## src/core/rdm_defines.vh

```
// Purpose: Constants for the regulator discharge and mode-0 register block
// Assumes: Register addresses are I2C sub-addresses (pointer byte values)
// Notes:   Field positions, reset values and voltage decode figures
`ifndef RDM_DEFINES_VH
`define RDM_DEFINES_VH

// Register addresses
`define RDM_ADDR_DISCHARGE    8'h21
`define RDM_ADDR_MODE0_CFG0   8'h22

// Discharge-control fields
`define RDM_DISCH_CORE_BUCK   3
`define RDM_DISCH_SYS_BUCK    2
`define RDM_DISCH_AON_LDO     1
`define RDM_DISCH_SYS_LDO     0
`define RDM_DISCH_RESET       8'h00

// Mode-0 configuration fields
`define RDM_MODE0_SHIP        7
`define RDM_MODE0_SRC         6
`define RDM_MODE0_CODE_MSB    5
`define RDM_MODE0_CODE_LSB    0
`define RDM_MODE0_SHIP_RESET  1'h0
`define RDM_MODE0_SRC_RESET   1'h0
`define RDM_MODE0_CODE_RESET  6'h14

// Core buck voltage decode, millivolts
`define RDM_MV_BASE           11'h1f4
`define RDM_MV_STEP           11'h019
`define RDM_CODE_LINEAR_MAX   6'h28
`define RDM_CODE_FIXED        6'h3f
`define RDM_MV_CLAMP          11'h5dc
`define RDM_MV_FIXED          11'h708
`define RDM_MV_RESET          11'h3e8

// I2C target address, value arbitrary
`define RDM_DEV_ADDR_DEFAULT  7'h2a
`define RDM_DATA_UNMAPPED     8'h00

`endif

```

## src/core/rdm_sync.v

```verilog
// Purpose: Two-flip-flop synchroniser, one stage pair per bit
// Assumes: Each bit is an independent level
// Notes:   First stage is read only by the second stage
`timescale 1ns/1ns
module rdm_sync #(
  parameter             WIDTH   = 4,
  parameter [WIDTH-1:0] RST_VAL = {WIDTH{1'b0}}
) (
  // Clock and reset
  input  wire             sys_clk_in,
  input  wire             rst_in,
  // Asynchronous levels
  input  wire [WIDTH-1:0] async_in,
  // Synchronised levels
  output wire [WIDTH-1:0] sync_out
);

  genvar i;
  generate
    for (i = 0; i < WIDTH; i = i + 1) begin : g_bit
      reg meta_r;
      reg sync_r;
      always @(posedge sys_clk_in or posedge rst_in) begin
        if (rst_in) begin
          meta_r <= RST_VAL[i];
          sync_r <= RST_VAL[i];
        end else begin
          meta_r <= async_in[i];
          sync_r <= meta_r;
        end
      end
      assign sync_out[i] = sync_r;
    end
  endgenerate

endmodule

```

## src/core/rdm_top.v

```verilog
// Purpose: I2C target with discharge-control and mode-0 configuration registers
// Assumes: SCL well below a tenth of the 100 MHz system clock
// Notes:   Pointer auto-increments after each data byte; unmapped reads give zero
`timescale 1ns/1ns
`include "rdm_defines.vh"
module rdm_top #(
  parameter [6:0] DEV_ADDR = `RDM_DEV_ADDR_DEFAULT
) (
  // Clock and reset
  input  wire        sys_clk_in,
  input  wire        rst_in,
  // I2C target pins
  input  wire        scl_in,
  input  wire        sda_in,
  output wire        sda_out,
  output wire        sda_oe_out,
  // Nonvolatile trim defaults
  input  wire        trim_mode_source_in,
  input  wire [5:0]  trim_core_code_in,
  // Regulator enable state
  input  wire        core_buck_enabled_in,
  input  wire        system_buck_enabled_in,
  input  wire        always_on_ldo_enabled_in,
  input  wire        system_ldo_enabled_in,
  input  wire        mode0_active_in,
  // Mode select sources
  input  wire        mode_select_pin_a_in,
  input  wire        mode_select_pin_b_in,
  input  wire        mode_select_reg_bit_a_in,
  input  wire        mode_select_reg_bit_b_in,
  // Discharge resistor controls
  output wire        core_buck_discharge_on_out,
  output wire        system_buck_discharge_on_out,
  output wire        always_on_ldo_discharge_on_out,
  output wire        system_ldo_discharge_on_out,
  // Mode-0 results
  output wire        ship_mode_out,
  output wire        mode_select_a_out,
  output wire        mode_select_b_out,
  output wire [5:0]  core_buck_voltage_code_out,
  output wire [10:0] core_buck_millivolt_out
);

  localparam [3:0] S_IDLE  = 4'h0;
  localparam [3:0] S_ADDR  = 4'h1;
  localparam [3:0] S_PTR   = 4'h2;
  localparam [3:0] S_WDATA = 4'h3;
  localparam [3:0] S_ACK   = 4'h4;
  localparam [3:0] S_RDATA = 4'h5;
  localparam [3:0] S_RACK  = 4'h6;

  wire [3:0] sync_w;
  wire       scl_s;
  wire       sda_s;
  wire       pin_a_s;
  wire       pin_b_s;

  reg        scl_d_r;
  reg        sda_d_r;
  reg [3:0]  state_r;
  reg [3:0]  state_nxt;
  reg [3:0]  ret_r;
  reg [3:0]  ret_nxt;
  reg [2:0]  bit_cnt_r;
  reg [2:0]  bit_cnt_nxt;
  reg [7:0]  shift_r;
  reg [7:0]  shift_nxt;
  reg [7:0]  ptr_r;
  reg [7:0]  ptr_nxt;
  reg        ack_drv_r;
  reg        ack_drv_nxt;
  reg        got_ack_r;
  reg        got_ack_nxt;
  reg        sda_oe_r;
  reg        sda_oe_nxt;
  reg [7:0]  disch_r;
  reg [7:0]  disch_nxt;
  reg [7:0]  mode0_r;
  reg [7:0]  mode0_nxt;
  reg        trim_load_r;
  reg [7:0]  rd_data;
  reg [7:0]  rx_byte;
  reg [3:0]  disch_on_r;
  reg        ship_r;
  reg        sel_a_r;
  reg        sel_b_r;
  reg [5:0]  code_r;
  reg [10:0] mv_r;
  reg [10:0] mv_nxt;

  wire       scl_rise;
  wire       scl_fall;
  wire       start_det;
  wire       stop_det;
  wire [3:0] reg_enabled;
  wire [5:0] code_w;

  // Pins into the clock domain
  rdm_sync #(
    .WIDTH   (4),
    .RST_VAL (4'h3)
  ) u_sync (
    .sys_clk_in (sys_clk_in),
    .rst_in     (rst_in),
    .async_in   ({mode_select_pin_b_in, mode_select_pin_a_in, sda_in, scl_in}),
    .sync_out   (sync_w)
  );

  assign scl_s   = sync_w[0];
  assign sda_s   = sync_w[1];
  assign pin_a_s = sync_w[2];
  assign pin_b_s = sync_w[3];

  assign scl_rise  = scl_s & ~scl_d_r;
  assign scl_fall  = ~scl_s & scl_d_r;
  assign start_det = scl_s & scl_d_r & sda_d_r & ~sda_s;
  assign stop_det  = scl_s & scl_d_r & ~sda_d_r & sda_s;

  always @* begin
    rx_byte = {shift_r[6:0], sda_s};
  end

  always @* begin
    case (ptr_r)
      `RDM_ADDR_DISCHARGE:  rd_data = disch_r;
      `RDM_ADDR_MODE0_CFG0: rd_data = mode0_r;
      default:              rd_data = `RDM_DATA_UNMAPPED;
    endcase
  end

  always @* begin
    state_nxt   = state_r;
    ret_nxt     = ret_r;
    bit_cnt_nxt = bit_cnt_r;
    shift_nxt   = shift_r;
    ptr_nxt     = ptr_r;
    ack_drv_nxt = ack_drv_r;
    got_ack_nxt = got_ack_r;
    sda_oe_nxt  = sda_oe_r;
    disch_nxt   = disch_r;
    mode0_nxt   = mode0_r;
    if (stop_det) begin
      state_nxt  = S_IDLE;
      sda_oe_nxt = 1'b0;
    end else if (start_det) begin
      state_nxt   = S_ADDR;
      bit_cnt_nxt = 3'h0;
      sda_oe_nxt  = 1'b0;
      ack_drv_nxt = 1'b0;
      got_ack_nxt = 1'b0;
    end else begin
      case (state_r)
        S_ADDR, S_PTR, S_WDATA: begin
          if (scl_rise) begin
            shift_nxt   = rx_byte;
            bit_cnt_nxt = bit_cnt_r + 3'h1;
            if (bit_cnt_r == 3'h7) begin
              state_nxt = S_ACK;
              case (state_r)
                S_ADDR: begin
                  if (shift_r[6:0] != DEV_ADDR) begin
                    state_nxt = S_IDLE;
                  end else if (sda_s) begin
                    ret_nxt = S_RDATA;
                  end else begin
                    ret_nxt = S_PTR;
                  end
                end
                S_PTR: begin
                  ptr_nxt = rx_byte;
                  ret_nxt = S_WDATA;
                end
                default: begin
                  if (ptr_r == `RDM_ADDR_DISCHARGE) begin
                    disch_nxt = rx_byte;
                  end else if (ptr_r == `RDM_ADDR_MODE0_CFG0) begin
                    mode0_nxt = rx_byte;
                  end
                  ptr_nxt = ptr_r + 8'h01;
                  ret_nxt = S_WDATA;
                end
              endcase
            end
          end
        end
        S_ACK: begin
          if (scl_fall) begin
            if (!ack_drv_r) begin
              ack_drv_nxt = 1'b1;
              sda_oe_nxt  = 1'b1;
            end else begin
              ack_drv_nxt = 1'b0;
              bit_cnt_nxt = 3'h0;
              state_nxt   = ret_r;
              if (ret_r == S_RDATA) begin
                shift_nxt  = rd_data;
                sda_oe_nxt = ~rd_data[7];
              end else begin
                sda_oe_nxt = 1'b0;
              end
            end
          end
        end
        S_RDATA: begin
          if (scl_fall) begin
            shift_nxt  = {shift_r[6:0], 1'b0};
            sda_oe_nxt = ~shift_r[6];
          end else if (scl_rise) begin
            bit_cnt_nxt = bit_cnt_r + 3'h1;
            if (bit_cnt_r == 3'h7) begin
              state_nxt   = S_RACK;
              got_ack_nxt = 1'b0;
              ptr_nxt     = ptr_r + 8'h01;
            end
          end
        end
        S_RACK: begin
          if (scl_fall) begin
            if (got_ack_r) begin
              got_ack_nxt = 1'b0;
              state_nxt   = S_RDATA;
              shift_nxt   = rd_data;
              sda_oe_nxt  = ~rd_data[7];
            end else begin
              sda_oe_nxt = 1'b0;
            end
          end else if (scl_rise) begin
            if (sda_s) begin
              state_nxt = S_IDLE;
            end else begin
              got_ack_nxt = 1'b1;
            end
          end
        end
        default: begin
          sda_oe_nxt = 1'b0;
        end
      endcase
    end
    if (trim_load_r) begin
      mode0_nxt[`RDM_MODE0_SRC] = trim_mode_source_in;
      mode0_nxt[`RDM_MODE0_CODE_MSB:`RDM_MODE0_CODE_LSB] = trim_core_code_in;
    end
  end

  always @(posedge sys_clk_in or posedge rst_in) begin
    if (rst_in) begin
      scl_d_r     <= 1'b1;
      sda_d_r     <= 1'b1;
      state_r     <= S_IDLE;
      ret_r       <= S_IDLE;
      bit_cnt_r   <= 3'h0;
      shift_r     <= 8'h00;
      ptr_r       <= 8'h00;
      ack_drv_r   <= 1'b0;
      got_ack_r   <= 1'b0;
      sda_oe_r    <= 1'b0;
      trim_load_r <= 1'b1;
      disch_r     <= `RDM_DISCH_RESET;
      mode0_r     <= {`RDM_MODE0_SHIP_RESET, `RDM_MODE0_SRC_RESET, `RDM_MODE0_CODE_RESET};
    end else begin
      scl_d_r     <= scl_s;
      sda_d_r     <= sda_s;
      state_r     <= state_nxt;
      ret_r       <= ret_nxt;
      bit_cnt_r   <= bit_cnt_nxt;
      shift_r     <= shift_nxt;
      ptr_r       <= ptr_nxt;
      ack_drv_r   <= ack_drv_nxt;
      got_ack_r   <= got_ack_nxt;
      sda_oe_r    <= sda_oe_nxt;
      trim_load_r <= 1'b0;
      disch_r     <= disch_nxt;
      mode0_r     <= mode0_nxt;
    end
  end

  // Discharge on when bit clear and regulator off
  assign reg_enabled = {core_buck_enabled_in, system_buck_enabled_in,
                        always_on_ldo_enabled_in, system_ldo_enabled_in};

  genvar i;
  generate
    for (i = 0; i < 4; i = i + 1) begin : g_disch
      always @(posedge sys_clk_in or posedge rst_in) begin
        if (rst_in) begin
          disch_on_r[i] <= 1'b0;
        end else begin
          disch_on_r[i] <= ~disch_r[i] & ~reg_enabled[i];
        end
      end
    end
  endgenerate

  assign code_w = mode0_r[`RDM_MODE0_CODE_MSB:`RDM_MODE0_CODE_LSB];

  always @* begin
    if (code_w == `RDM_CODE_FIXED) begin
      mv_nxt = `RDM_MV_FIXED;
    end else if (code_w > `RDM_CODE_LINEAR_MAX) begin
      mv_nxt = `RDM_MV_CLAMP;
    end else begin
      mv_nxt = `RDM_MV_BASE + {5'h00, code_w} * `RDM_MV_STEP;
    end
  end

  always @(posedge sys_clk_in or posedge rst_in) begin
    if (rst_in) begin
      ship_r  <= 1'b0;
      sel_a_r <= 1'b0;
      sel_b_r <= 1'b0;
      code_r  <= `RDM_MODE0_CODE_RESET;
      mv_r    <= `RDM_MV_RESET;
    end else begin
      ship_r <= mode0_active_in & mode0_r[`RDM_MODE0_SHIP];
      if (mode0_r[`RDM_MODE0_SRC]) begin
        sel_a_r <= pin_a_s;
        sel_b_r <= pin_b_s;
      end else begin
        sel_a_r <= mode_select_reg_bit_a_in;
        sel_b_r <= mode_select_reg_bit_b_in;
      end
      code_r <= code_w;
      mv_r   <= mv_nxt;
    end
  end

  assign sda_out                        = 1'b0;
  assign sda_oe_out                     = sda_oe_r;
  assign core_buck_discharge_on_out     = disch_on_r[`RDM_DISCH_CORE_BUCK];
  assign system_buck_discharge_on_out   = disch_on_r[`RDM_DISCH_SYS_BUCK];
  assign always_on_ldo_discharge_on_out = disch_on_r[`RDM_DISCH_AON_LDO];
  assign system_ldo_discharge_on_out    = disch_on_r[`RDM_DISCH_SYS_LDO];
  assign ship_mode_out                  = ship_r;
  assign mode_select_a_out              = sel_a_r;
  assign mode_select_b_out              = sel_b_r;
  assign core_buck_voltage_code_out     = code_r;
  assign core_buck_millivolt_out        = mv_r;

endmodule

```

## config.mk

```make
export PLATFORM = sky130hd
export DESIGN_NAME = rdm_top
export DESIGN_NICKNAME = d
export VERILOG_FILES = /design/src/core/rdm_sync.v /design/src/core/rdm_top.v
export VERILOG_INCLUDE_DIRS = /design/src /design/src/core
export SDC_FILE = /design/constraint.sdc
export NUM_CORES = 1
export LEC_CHECK = 0
export ABC_AREA = 1
export BUFFER_PORTS_ARGS = -buffer_cell sky130_fd_sc_hd__buf_2
export CORE_MARGIN = 3
export CORE_UTILIZATION = 60
export DETAILED_ROUTE_END_ITERATION = 7
export PLACE_DENSITY = 0.9
export SETUP_SLACK_MARGIN = 0.05
export SKIP_LAST_GASP = 1
export SYNTH_ARGS = -nofsm -noshare
export SYNTH_HDL_FRONTEND = slang
export SYNTH_SLANG_ARGS = --single-unit
```

## constraint.sdc

```tcl
create_clock -name sys_clk_in -period 3.24 [get_ports sys_clk_in]
set_input_delay 0.648 -clock sys_clk_in [delete_from_list [all_inputs] [get_ports sys_clk_in]]
set_output_delay 0.648 -clock sys_clk_in [all_outputs]
set_load 0.01 [all_outputs]
```

-- Word-level counts from Yosys, hierarchy flattened
Cells that the tools add are included.
- flip-flop bits (word level): 80
- output and inout bits: 26
- $lt $le $gt $ge: 1
- $mul: 1
- equal/unequal tests: 49
- bitwise operators: 30
- muxes and demuxes: 75
- add/subtract/negate cells: 3
- reductions and logical operators: 24
- operator list (kind ; count):
    2-to-1 mux 7 bit ; 16
    2-to-1 mux 4 bit ; 15
    one-hot mux 8 bit (2 select lines) ; 3
    != test 4 bit (second input constant) ; 11
    2-to-1 mux 8 bit ; 5
    != test 2 bit (second input constant) ; 16
    one-hot mux 7 bit (4 select lines) ; 1
    2-to-1 mux 3 bit ; 8
    2-to-1 mux 11 bit ; 2
    2-to-1 mux 1 bit ; 21
    != test 3 bit (second input constant) ; 6
    inverter 1 bit ; 18
    == test 4 x 3 -> 1 bit (second input constant) ; 4
    == test 8 x 6 -> 1 bit (second input constant) ; 2
    one-hot mux 4 bit (4 select lines) ; 1
    AND reduction 8 bit ; 2
    AND reduction 7 bit ; 2
    nonzero test 2 bit ; 7
    bitwise AND 1 bit ; 12
    adder 9 x 11 -> 11 bit (first input constant) ; 1
    multiplier 6 x 5 -> 11 bit (second input constant) ; 1
    AND reduction 11 bit ; 1
    != test 5 bit (second input constant) ; 2
    AND reduction 10 bit ; 1
    23 further kinds ; 25

-- Depth between registers and ports, before layout
Gate-level depths: netlist (run 1).
- depth in word-level cells: 10
- depth in mapped cells: 16
- depth with buffers taken out: 16

-- Cells and area by module
Synthesis (run 1) repeated with hierarchy kept, for this count alone.
- cell total of the unflattened synthesis: 555
- area, all modules: 4540.6 um^2
- by module, submodules not included (module ; area an instance (um^2) ; cells each ; times used):
    rdm_top ; 4301.6 ; 542 ; 1
    rdm_sync ; 239.0 ; 13 ; 1

-- Least setup slack after synthesis (run 1)
OpenSTA, ideal clock, no wires.
- kind: register -> register
- start: reg mode0_r[2]
- end: reg mv_r[10], in the netlist core_buck_millivolt_out[10]
- cell stages (with the launch flop): 15
- arrival: 2.706 ns
- setup slack: 0.404 ns
- data required time: 3.111 ns
- library setup time: 0.129 ns
- path through: dfstp_2 > inv_1 > ha_1 > inv_1 > fa_1 > ha_1 > inv_1 > fa_1 > nand3b_1 > nand2_1 > nand2_1 > nand2_1 > a21oi_1 > nand2_1 > nand3_1
- longest elaborated chain between the ends: 4
- elaborated cells between the ends (all ways): 6
- RTL lines (what ; RTL line ; text):
    start, declared ; rdm_top.v:78 ; reg [7:0] mode0_r;
    start signal, assigned ; rdm_top.v:260 ; mode0_r <= {`RDM_MODE0_SHIP_RESET, `RDM_MODE0_SRC_RESET, `RDM_MODE0_CODE_RESET};
    start signal, assigned ; rdm_top.v:274 ; mode0_r <= mode0_nxt;
    multiplier 6 x 5 -> 11 bit (no source line) ; - ;
    adder 9 x 11 -> 11 bit (no source line) ; - ;
    2-to-1 mux 11 bit ; rdm_top.v:300 ; end else if (code_w > `RDM_CODE_LINEAR_MAX) begin
    2-to-1 mux 11 bit * ; rdm_top.v:298 ; if (code_w == `RDM_CODE_FIXED) begin
    net mv_nxt[10] ; rdm_top.v:89 ; reg [10:0] mv_nxt;
    end signal, assigned ; rdm_top.v:313 ; mv_r <= `RDM_MV_RESET;
    end signal, assigned ; rdm_top.v:324 ; mv_r <= mv_nxt;
    end, declared ; rdm_top.v:88 ; reg [10:0] mv_r;
The timed path passes the listed nets; every way through them passes the cells marked *.
A chain may end at the register's enable or synchronous reset.

-- Worst setup path after layout (run 1)
Same ends and word-level chain as after synthesis.

==> flow_summary_export.csv, run 1 <==
group,metric,value,unit
drt,drt_iter0_drc,360,
timing,setup_viol,0,
clock_tree,clock_path_buffers,2,
clock_tree,cts_hold_buf,0,
place,dp_cells,719,
power,finalPower,3.47,mW
synth,synth_common_cells,"191 x nand2_1, 73 x inv_1, 61 x dfrtp_1",
die,core_region_area,7370,sq um
die,initial_core_util,0.629,
timing,rsz0062_at_grt,"false",
worst_setup_path,start_kind,"register",
power,swShare,0.408,
layout,synthToLayoutAreaGrowth,10.6,%
clock_tree,cts_tree,"built",
die,die_area,8810,sq um
drt,final_antenna_net_count,0,
timing,max_freq,331,MHz
drt,drtPass1Iterations,5,
timing,hold_viol,0,
grt,track_usage,0.258,
power,seq_power_share,0.384,
worst_setup_path,crit_type,"register to register",
die,num_rows,31,
worst_setup_path,cp_max_fo,4,
power,p_leak,2.80,nW
place,gp_congestion,0.931,
synth,async_flop_share,1.00,
synth,yosysMostFrequentCell,"nand2_1",
grt,grt-ovfl-total,0,
drt,via_per_inst,5.39,
place,port_buffers,44,
power,pwr-share-clk,0.198,
die,dieHeight,93.9,microns
synth,synth.area.top_cells,"dfrtp_1 33%, nand2_1 15%, ha_1 10%",
synth,synth_enable_flop_cells,0,
synth,ys.flop_type,"dfrtp_1",
layout,regArea,1970,sq um
worst_setup_path,worstPathArrival,3.26,ns
synth,yosys.area.top_type_share,0.329,
grt,grt_pass1_vias,3878,
die,num_io_pins,46,
timing,maxSlewHeadroom,0.571,
layout,layout-drive-gt1-share,0.184,
synth,ys_warn_count,0,
clock_tree,ctsHtreeMaxLevel,3,
outcome,status,"finished clean",
timing,fin_crit,3.02,ns
worst_setup_path,end_kind,"register",
timing,finClkSkew,0.0108,ns
layout,postLayoutCoreUtil,0.696,
clock_tree,clk_pin_slew,0.08,ns
place,post-dp-hpwl,7720,microns
synth,synth_area_per_cell,7.96,sq um
layout,antennaDiodeCount,0,
layout,fillers,574,
job,cap_violations,0,
timing,finalCritPeriodShare,0.933,
layout,fin_cells,736,
worst_setup_path,crit_required,3.48,ns
synth,syn_inst,582,
clock_tree,insertion_delay,0.35,ns
power,ir_worst_vdd,0.426,mV
grt,grt_max_degree,38,
drt,drt_wl_total,10400,microns
power,powerDensity,676,nW/um^2
drt,vias,3965,
clock_tree,cts_made_buffers,9,
clock_tree,cts.sink_count,78,
drt,post-route-drc-count,0,
synth,ys_types,41,
power,power_frac_comb,0.418,
timing,tightest_slew,0.642,ns
grt,grt_pass1_wl,17900,microns
min_path,hp-class,"primary input to asynchronous set/reset pin",
synth,synth.cell_area,4630,sq um
clock_tree,root_buffer,"clkbuf_8",
layout,multiInputGateArea,2290,sq um
synth,yosysSeqAreaShare,0.426,
synth,synth_seq_cells,78,
layout,nets,693,
power,switchingPower,1.41,mW
grt,antenna_found_initial,0,
drt,post_drt_wl_per_cell,14.1,microns
die,die_x,93.9,microns
timing,fin_tns_setup,0,ns
power,internal_power,2.05,mW
timing,maxSlewViolCount,0,
synth,yosysTopAreaCell,"dfrtp_1",
final timing paths:
| kind | end | cells past startpoint | slack [ns] | startpoint |
|---|---|---|---|---|
| hold / removal | core_buck_voltage_code_out[5]$_DFF_PP0_ | 2 | 0.21 | rst_in |
| hold reg to reg | u_sync.g_bit[2].sync_r$_DFF_PP0_ | 0 | 0.35 | u_sync.g_bit[2].meta_r$_DFF_PP0_ |
| setup / recovery | core_buck_millivolt_out[10]$_DFF_PP0_ | 14 | 0.22 | mode0_r[2]$_DFFE_PP1P_ |
| setup reg to reg | core_buck_millivolt_out[10]$_DFF_PP0_ | 14 | 0.22 | mode0_r[2]$_DFFE_PP1P_ |
| min in group sys_clk_in | u_sync.g_bit[2].sync_r$_DFF_PP0_ | 0 | 0.35 | u_sync.g_bit[2].meta_r$_DFF_PP0_ |
| max in group asynchronous | core_buck_voltage_code_out[2]$_DFF_PP1_ | 3 | 2.27 | rst_in |
cell usage in the layout, fill, tap and decap left out, types with 2 or more instances in the layout:
cell,n
nor2_2,5
nand3_1,36
inv_4,2
nand3_2,4
dfstp_2,17
nand2_1,191
xor2_1,5
o21ai_2,4
nand2_2,5
nor2_1,40
ha_1,38
dfrtp_1,61
mux2_2,2
fa_1,3
inv_2,5
o21ai_0,22
buf_2,44
o21ai_1,13
buf_4,4
o211ai_1,4
clkinv_2,3
nor3_1,3
conb_1,2
inv_1,72
nand3b_1,2
a21oi_1,17
nand4_1,5
or2_2,2
clkbuf_8,12
metal layers:
layer	global-route usage	share of wire	vias up
li1	-	-	1930
met1	0.359	0.44	1843
met2	0.401	0.47	169
met3	0.0385	0.067	23
met4	0.112	0.025	0
met5	0	0	-
power groups by stage:
stage	clock network, mW	registers, mW	logic (mW)
final	0.687	1.33	1.45
after global routing	0.735	1.35	1.66
after CTS	0.694	1.33	1.43
after detailed placement	0	1.34	1.41
after global placement	0	1.34	1.35
after floorplan	0	1.34	1.05
logic make-up (layout without fill, tap and decap cells):
family / count (synthesis) / in the layout / share of synthesized area
AO/OA/AOI/OAI: 65 / 65 / 0.0796
XOR/XNOR: 6 / 6 / 0.0113
adder cells (fa/ha/maj): 41 / 41 / 0.116
buffers and inverters: 90 / 144 / 0.0818
flip-flops: 78 / 78 / 0.426
multiplexers: 2 / 2 / 0.00486
other: 1 / 2 / 0.000809
AND/OR/NAND/NOR: 299 / 299 / 0.280
through the flow:
stage	hold WS, ns	setup WS [ns]	cell area (sq um)
2_1_floorplan	0.331	0.404	4640
3_3_place_gp	0.333	0.317	4930
3_5_place_dp	0.339	0.211	4930
4_1_cts	0.212	0.195	5120
5_1_grt	0.223	0.0563	5130
6_report	0.210	0.217	5130
critical path: stages (launching register included):
cell      delay, ns
dfstp_2        0.57
inv_1          0.11
ha_1           0.29
inv_1          0.05
fa_1           0.45
ha_1           0.32
inv_1          0.07
fa_1           0.46
nand3b_1       0.18
nand2_1        0.10
nand2_1        0.05
nand2_1        0.05
a21oi_1        0.07
nand2_1        0.06
nand3_1        0.07
repair_timing:
item	4_1_cts	5_1_grt
gates resized for setup	0	0
buffers inserted	0	1
endpoints found under the setup margin	0	1
registers in the layout, summed over array words and instances, names as in the netlist, 3 cells and up:
name / flops
bit_cnt_r: 3
core_buck_millivolt_out: 11
core_buck_voltage_code_out: 6
disch_r: 8
mode0_r: 8
ptr_r: 8
ret_r: 3
shift_r: 7
state_r: 3
u_sync.g_bit.meta_r: 4
u_sync.g_bit.sync_r: 4
area by class of cell:
cell class / instances / share of cell area
Inverter: 80 / 0.0598
Multi-Input combinational cell: 415 / 0.446
Clock buffer: 13 / 0.0330
Tap cell: 99 / 0.0242
Clock inverter: 3 / 0.00342
Sequential cell: 78 / 0.385
Timing Repair Buffer: 48 / 0.0488
No activity file was read; power rests on OpenSTA's default activity.
==> run 2, diff against run 1 <==
Settings changed: ABC_AREA 1 to default, CORE_UTILIZATION 60 to 59, HOLD_SLACK_MARGIN from default to 0.15, PLACE_DENSITY 0.9 to 0.89.
==> flow_summary_export.csv, run 2 <==
group,metric,value,unit
outcome,status,"finished clean",
worst_setup_path,crit_chain,"inv_1 > ha_1 > inv_1 > fa_1 > ha_4 > ha_1 > a21o_1 > a21o_1 > a21oi_1 > or4b_2 > nand3_1",
layout,postLayoutCoreUtil,0.679,
worst_setup_path,end_kind,"register",
drt,via_per_inst,6.03,
power,ir_worst_vdd,0.259,mV
power,p_leak,2.33,nW
synth,synth_seq_cells,78,
layout,largest_register_ffs,11,
place,gp_congestion,0.889,
worst_setup_path,worst_path_max_delay_cell,"or4b_2",
synth,yosys-mux-area-fraction,0.102,
synth,synth_area_per_cell,10.4,sq um
worst_setup_path,critical_path.top_delay_family,"adder cells",
synth,synth-xor-area-share,0.00984,
grt,grt_pass1_vias,3381,
synth,ys_types,54,
worst_setup_path,crit_type,"register to register",
clock_tree,cts.sink_count,78,
clock_tree,post_cts_resized,0,
timing,finalCritPeriodShare,0.998,
layout,final_cell_mix,"61 x dfrtp_1, 44 x buf_2, 37 x ha_1, 34 x inv_1, 28 x nand2_1",
synth,synth.cell_area,4450,sq um
drt,post_drt_wl_per_cell,17.4,microns
timing,rsz0062_at_grt,"true",
clock_tree,clock_path_buffers,2,
synth,syn_inst,427,
grt,track_usage,0.237,
timing,finClkSkew,0.00743,ns
clock_tree,cts_hold_buf,0,
synth,synth_enable_flop_cells,0,
worst_setup_path,cp_max_fo,4,
timing,hold-worst-slack,0.354,ns
synth,ys_warn_count,0,
die,num_io_pins,46,
synth,synth_common_cells,"61 x dfrtp_1, 38 x ha_1, 35 x inv_1",
drt,post-route-drc-count,0,
drt,drt_iter0_drc,269,
clock_tree,cts_setup_buffers,0,
layout,synthToLayoutAreaGrowth,11.2,%
synth,synth_top_family_by_area,"compound AO/OA/AOI/OAI gates",
worst_setup_path,worstPathArrival,3.53,ns
worst_setup_path,cp_num_buf_inv,2,
worst_setup_path,max_stage_delay,0.63,ns
layout,antennaDiodeCount,0,
synth,ys.flop_type,"dfrtp_1",
grt,grt_pass1_wl,16300,microns
clock_tree,root_buffer,"clkbuf_8",
timing,setup_viol,0,
grt,antenna_found_initial,0,
synth,synth_adder_area_share,0.120,
timing,fin_tns_setup,0,ns
power,powerDensity,519,nW/um^2
synth,yosysSeqAreaShare,0.443,
timing,maxSlewHeadroom,0.367,
timing,tightest_slew,0.949,ns
clock_tree,cts_tree,"built",
die,initial_core_util,0.610,
place,port_buffers,44,
worst_setup_path,start_kind,"register",
synth,yosysMostFrequentCell,"dfrtp_1",
drt,drt_wl_total,9930,microns
grt,grt-ovfl-total,0,
synth,yosysTopAreaCell,"dfrtp_1",
die,die_x,92.8,microns
die,core_region_area,7290,sq um
worst_setup_path,crit_required,3.54,ns
synth,yosys.area.top_type_share,0.343,
clock_tree,cts_made_buffers,9,
synth,synth.area.top_cells,"dfrtp_1 34%, ha_1 11%, dfstp_2 10%",
drt,drtPass1Iterations,5,
layout,nets,529,
layout,layout-drive-gt1-share,0.239,
synth,synth_compound_area_frac,0.144,
synth,async_flop_share,1.00,
power,finalPower,2.57,mW
job,cap_violations,0,
die,dieHeight,92.8,microns
timing,max_freq,309,MHz
timing,fin_crit,3.23,ns
place,post-dp-hpwl,6640,microns
drt,vias,3452,
place,dpl_worst_slack,0.142,ns
layout,mostFrequentLayoutCell,"dfrtp_1",
min_path,hp-class,"register to register",
drt,final_antenna_net_count,0,
clock_tree,clk_pin_slew,0.08,ns
die,num_rows,31,
synth,synth-simple-area-share,0.128,
timing,hold_viol,0,
clock_tree,ctsHtreeMaxLevel,3,
grt,grt_max_degree,79,
timing,setup_ws,0.00648,ns
clock_tree,insertion_delay,0.35,ns
timing,maxSlewViolCount,0,
die,die_area,8620,sq um
==> run 2: cell types whose count changed after synthesis, moves of 10 or more <==
cell | before | now
nand2_1 | 191 | 28
inv_1 | 73 | 35
nand3_1 | 36 | 10
nor2_1 | 40 | 19
mux2_2 | 2 | 17
clkbuf_1 | 1 | 15
mux2i_1 | 0 | 14
o21ai_1 | 13 | 0
a22oi_1 | 0 | 10
==> run 2: worst paths after layout <==
check                                                  from                              endpoint  slack [ns]  depth (start not counted)
min                        u_sync.g_bit[3].meta_r$_DFF_PP0_      u_sync.g_bit[3].sync_r$_DFF_PP0_        0.35                          0
max in group asynchronous                            rst_in                shift_r[6]$_DFFE_PP0P_        2.05                          3
min reg2reg                u_sync.g_bit[3].meta_r$_DFF_PP0_      u_sync.g_bit[3].sync_r$_DFF_PP0_        0.35                          0
max                                  mode0_r[2]$_DFFE_PP1P_  core_buck_millivolt_out[9]$_DFF_PP1_       0.006                         11
min in group asynchronous                            rst_in      u_sync.g_bit[2].meta_r$_DFF_PP0_        0.56                          3
max reg2reg                          mode0_r[2]$_DFFE_PP1P_  core_buck_millivolt_out[9]$_DFF_PP1_       0.006                         11
==> run 2: worst reg2reg max path, stage by stage, from the launching register on <==
cell and delay [ns]:
dfstp_2 0.54, inv_1 0.08, ha_1 0.28, inv_1 0.06
fa_1 0.58, ha_4 0.23, ha_1 0.28, a21o_1 0.13
a21o_1 0.16, a21oi_1 0.12, or4b_2 0.63, nand3_1 0.10
==> run 2: layout make-up <==
cell class              count  area, sq um
clock buffers              12          145
clock inverters             4         47.5
fillers                   542         2340
inverters                  35          131
multi-input cells         294         2260
flip-flops and latches     78         1970
well taps                  99          124
repair buffers             50          265
==> run 2: through the flow <==
step	cell area, sq um	instances
after floorplan	4450	428
after global placement	4740	556
after detailed placement	4740	556
after CTS	4940	572
after global routing	4950	572
final	4950	572
==> run 2: cells by family (layout without fill, tap and decap cells) <==
family                     Yosys count  count (layout)
adders and majority gates           41              41
DFF                                 78              78
xor gates and xnor gates             5               5
and+or+nand+nor                    109             109
other                                1               2
buffers and inverters               56             101
AOI/OAI and AO/OA                   98              98
muxes                               39              39
==> run 2: where the power goes <==
| part | leakage, nW | internal, mW | total (mW) | switching (mW) |
|---|---|---|---|---|
| logic | 1.25 | 0.300 | 0.680 | 0.381 |
| registers | 0.982 | 1.11 | 1.16 | 0.0522 |
| clock network | 0.0964 | 0.375 | 0.728 | 0.353 |
==> run 2: per-layer routing <==
| metal | vias up | global-route usage | part of all wire |
|---|---|---|---|
| met3 | 20 | 0.0463 | 0.067 |
| met2 | 145 | 0.389 | 0.50 |
| li1 | 1595 | - | - |
| met1 | 1692 | 0.316 | 0.41 |
| met4 | 0 | 0.0794 | 0.019 |
| met5 | - | 0 | 0 |
==> run 3, diff against run 2 <==
Settings changed: SETUP_SLACK_MARGIN 0.05 to 0.3.
==> flow_summary_export.csv, run 3 (synthesis gave the netlist of run 2 again) <==
group,metric,value,unit
outcome,status,"finished clean",
timing,rsz0062_at_grt,"true",
timing,finClkSkew,0.0141,ns
place,gp_congestion,0.877,
power,powerDensity,559,nW/um^2
die,num_io_pins,46,
worst_setup_path,end_kind,"register",
timing,hold_viol,0,
timing,tightest_slew,0.983,ns
grt,grt-ovfl-total,0,
clock_tree,insertion_delay,0.36,ns
layout,antennaDiodeCount,0,
timing,setup_viol,0,
worst_setup_path,cpMostUsedCell,"ha_4",
timing,max_freq,329,MHz
worst_setup_path,crit_chain,"inv_4 > ha_4 > inv_2 > fa_1 > ha_4 > ha_4 > a21o_1 > a21o_1 > a21oi_2 > or4b_4 > nand3_2",
clock_tree,clk_pin_slew,0.09,ns
layout,layout-drive-gt1-share,0.283,
worst_setup_path,worstPathArrival,3.36,ns
drt,final_antenna_net_count,0,
grt,antenna_found_initial,0,
drt,via_per_inst,6.11,
clock_tree,cts.sink_count,78,
worst_setup_path,max_stage_delay,0.57,ns
layout,mostFrequentLayoutCell,"dfrtp_1",
die,core_region_area,7290,sq um
min_path,hp-class,"primary input to asynchronous set/reset pin",
timing,hold-worst-slack,0.213,ns
clock_tree,cts_made_buffers,9,
grt,grt_pass1_vias,3438,
job,cap_violations,0,
layout,largest_register_ffs,11,
worst_setup_path,start_kind,"register",
timing,maxSlewHeadroom,0.341,
die,initial_core_util,0.610,
drt,vias,3562,
place,port_buffers,44,
timing,fin_crit,3.04,ns
clock_tree,ctsHtreeMaxLevel,3,
grt,track_usage,0.242,
worst_setup_path,crit_required,3.55,ns
layout,final_cell_mix,"60 x dfrtp_1, 44 x buf_2, 35 x ha_1, 31 x inv_1, 28 x nand2_1",
die,die_area,8620,sq um
power,p_leak,2.41,nW
worst_setup_path,worst_path_max_delay_cell,"dfstp_2",
power,ir_worst_vdd,0.265,mV
clock_tree,cts_hold_buf,0,
drt,post_drt_wl_per_cell,18.4,microns
timing,finalCritPeriodShare,0.939,
worst_setup_path,crit_type,"register to register",
timing,setup_ws,0.196,ns
timing,maxSlewViolCount,0,
place,post-dp-hpwl,6660,microns
die,dieHeight,92.8,microns
drt,drt_iter0_drc,410,
clock_tree,clock_path_buffers,2,
grt,grt_pass1_wl,16600,microns
worst_setup_path,cp_num_buf_inv,2,
clock_tree,root_buffer,"clkbuf_8",
worst_setup_path,cp_max_fo,4,
layout,nets,540,
clock_tree,cts_tree,"built",
drt,drt_wl_total,10700,microns
die,num_rows,31,
layout,synthToLayoutAreaGrowth,15.5,%
grt,grt_max_degree,34,
drt,drtPass1Iterations,5,
drt,post-route-drc-count,0,
timing,fin_tns_setup,0,ns
worst_setup_path,critical_path.top_delay_family,"adder cells",
place,dpl_worst_slack,0.0947,ns
die,die_x,92.8,microns
==> run 3: repair_timing <==
| action | in CTS | in global routing |
|---|---|---|
| resized for setup | 3 | 11 |
| setup endpoints to repair | 2 | 2 |
| setup buffers | 2 | 10 |
| pin swaps | 3 | 11 |
==> run 3: report_power, final <==
part           internal (mW)  total, mW  switching (mW)
Combinational          0.362      0.811           0.449
Clock                  0.514      0.901           0.388
Sequential              1.11       1.16          0.0554
==> run 3: path summary, 6_finish.rpt <==
check | slack, ns | end | from | depth (start not counted)
min in group sys_clk_in | 0.35 | u_sync.g_bit[3].sync_r$_DFF_PP0_ | u_sync.g_bit[3].meta_r$_DFF_PP0_ | 0
setup reg to reg | 0.20 | core_buck_millivolt_out[9]$_DFF_PP1_ | mode0_r[2]$_DFFE_PP1P_ | 11
max in group asynchronous | 2.29 | core_buck_voltage_code_out[2]$_DFF_PP1_ | rst_in | 3
setup / recovery | 0.20 | core_buck_millivolt_out[9]$_DFF_PP1_ | mode0_r[2]$_DFFE_PP1P_ | 11
hold / removal | 0.21 | ptr_r[4]$_DFFE_PP0P_ | rst_in | 2
hold reg to reg | 0.35 | u_sync.g_bit[3].sync_r$_DFF_PP0_ | u_sync.g_bit[3].meta_r$_DFF_PP0_ | 0
==> run 3: per-layer routing <==
metal	track usage	vias to the layer above	wire length, microns
met5	0	-	0
met4	0.115	0	360
met3	0.0520	43	778
met2	0.396	200	5220
met1	0.306	1702	4390
li1	-	1617	-
==> run 3: through the flow <==
step	power, mW	utilization	cell area, sq um	instances
2_1_floorplan	1.61	-	4450	428
3_3_place_gp	1.76	0.650	4740	555
3_5_place_dp	1.80	0.650	4740	555
4_1_cts	2.72	0.687	5010	573
5_1_grt	3.01	0.705	5140	583
6_report	2.88	0.705	5140	583
==> run 3: layout make-up <==
| cell class | instances | area [sq um] |
|---|---|---|
| clock inverter | 7 | 123 |
| sequential | 78 | 1970 |
| multi-input combinational | 294 | 2310 |
| clock buffer | 9 | 124 |
| tap | 99 | 124 |
| inverter | 35 | 135 |
| timing repair buffer | 61 | 348 |
| fill | 500 | 2150 |
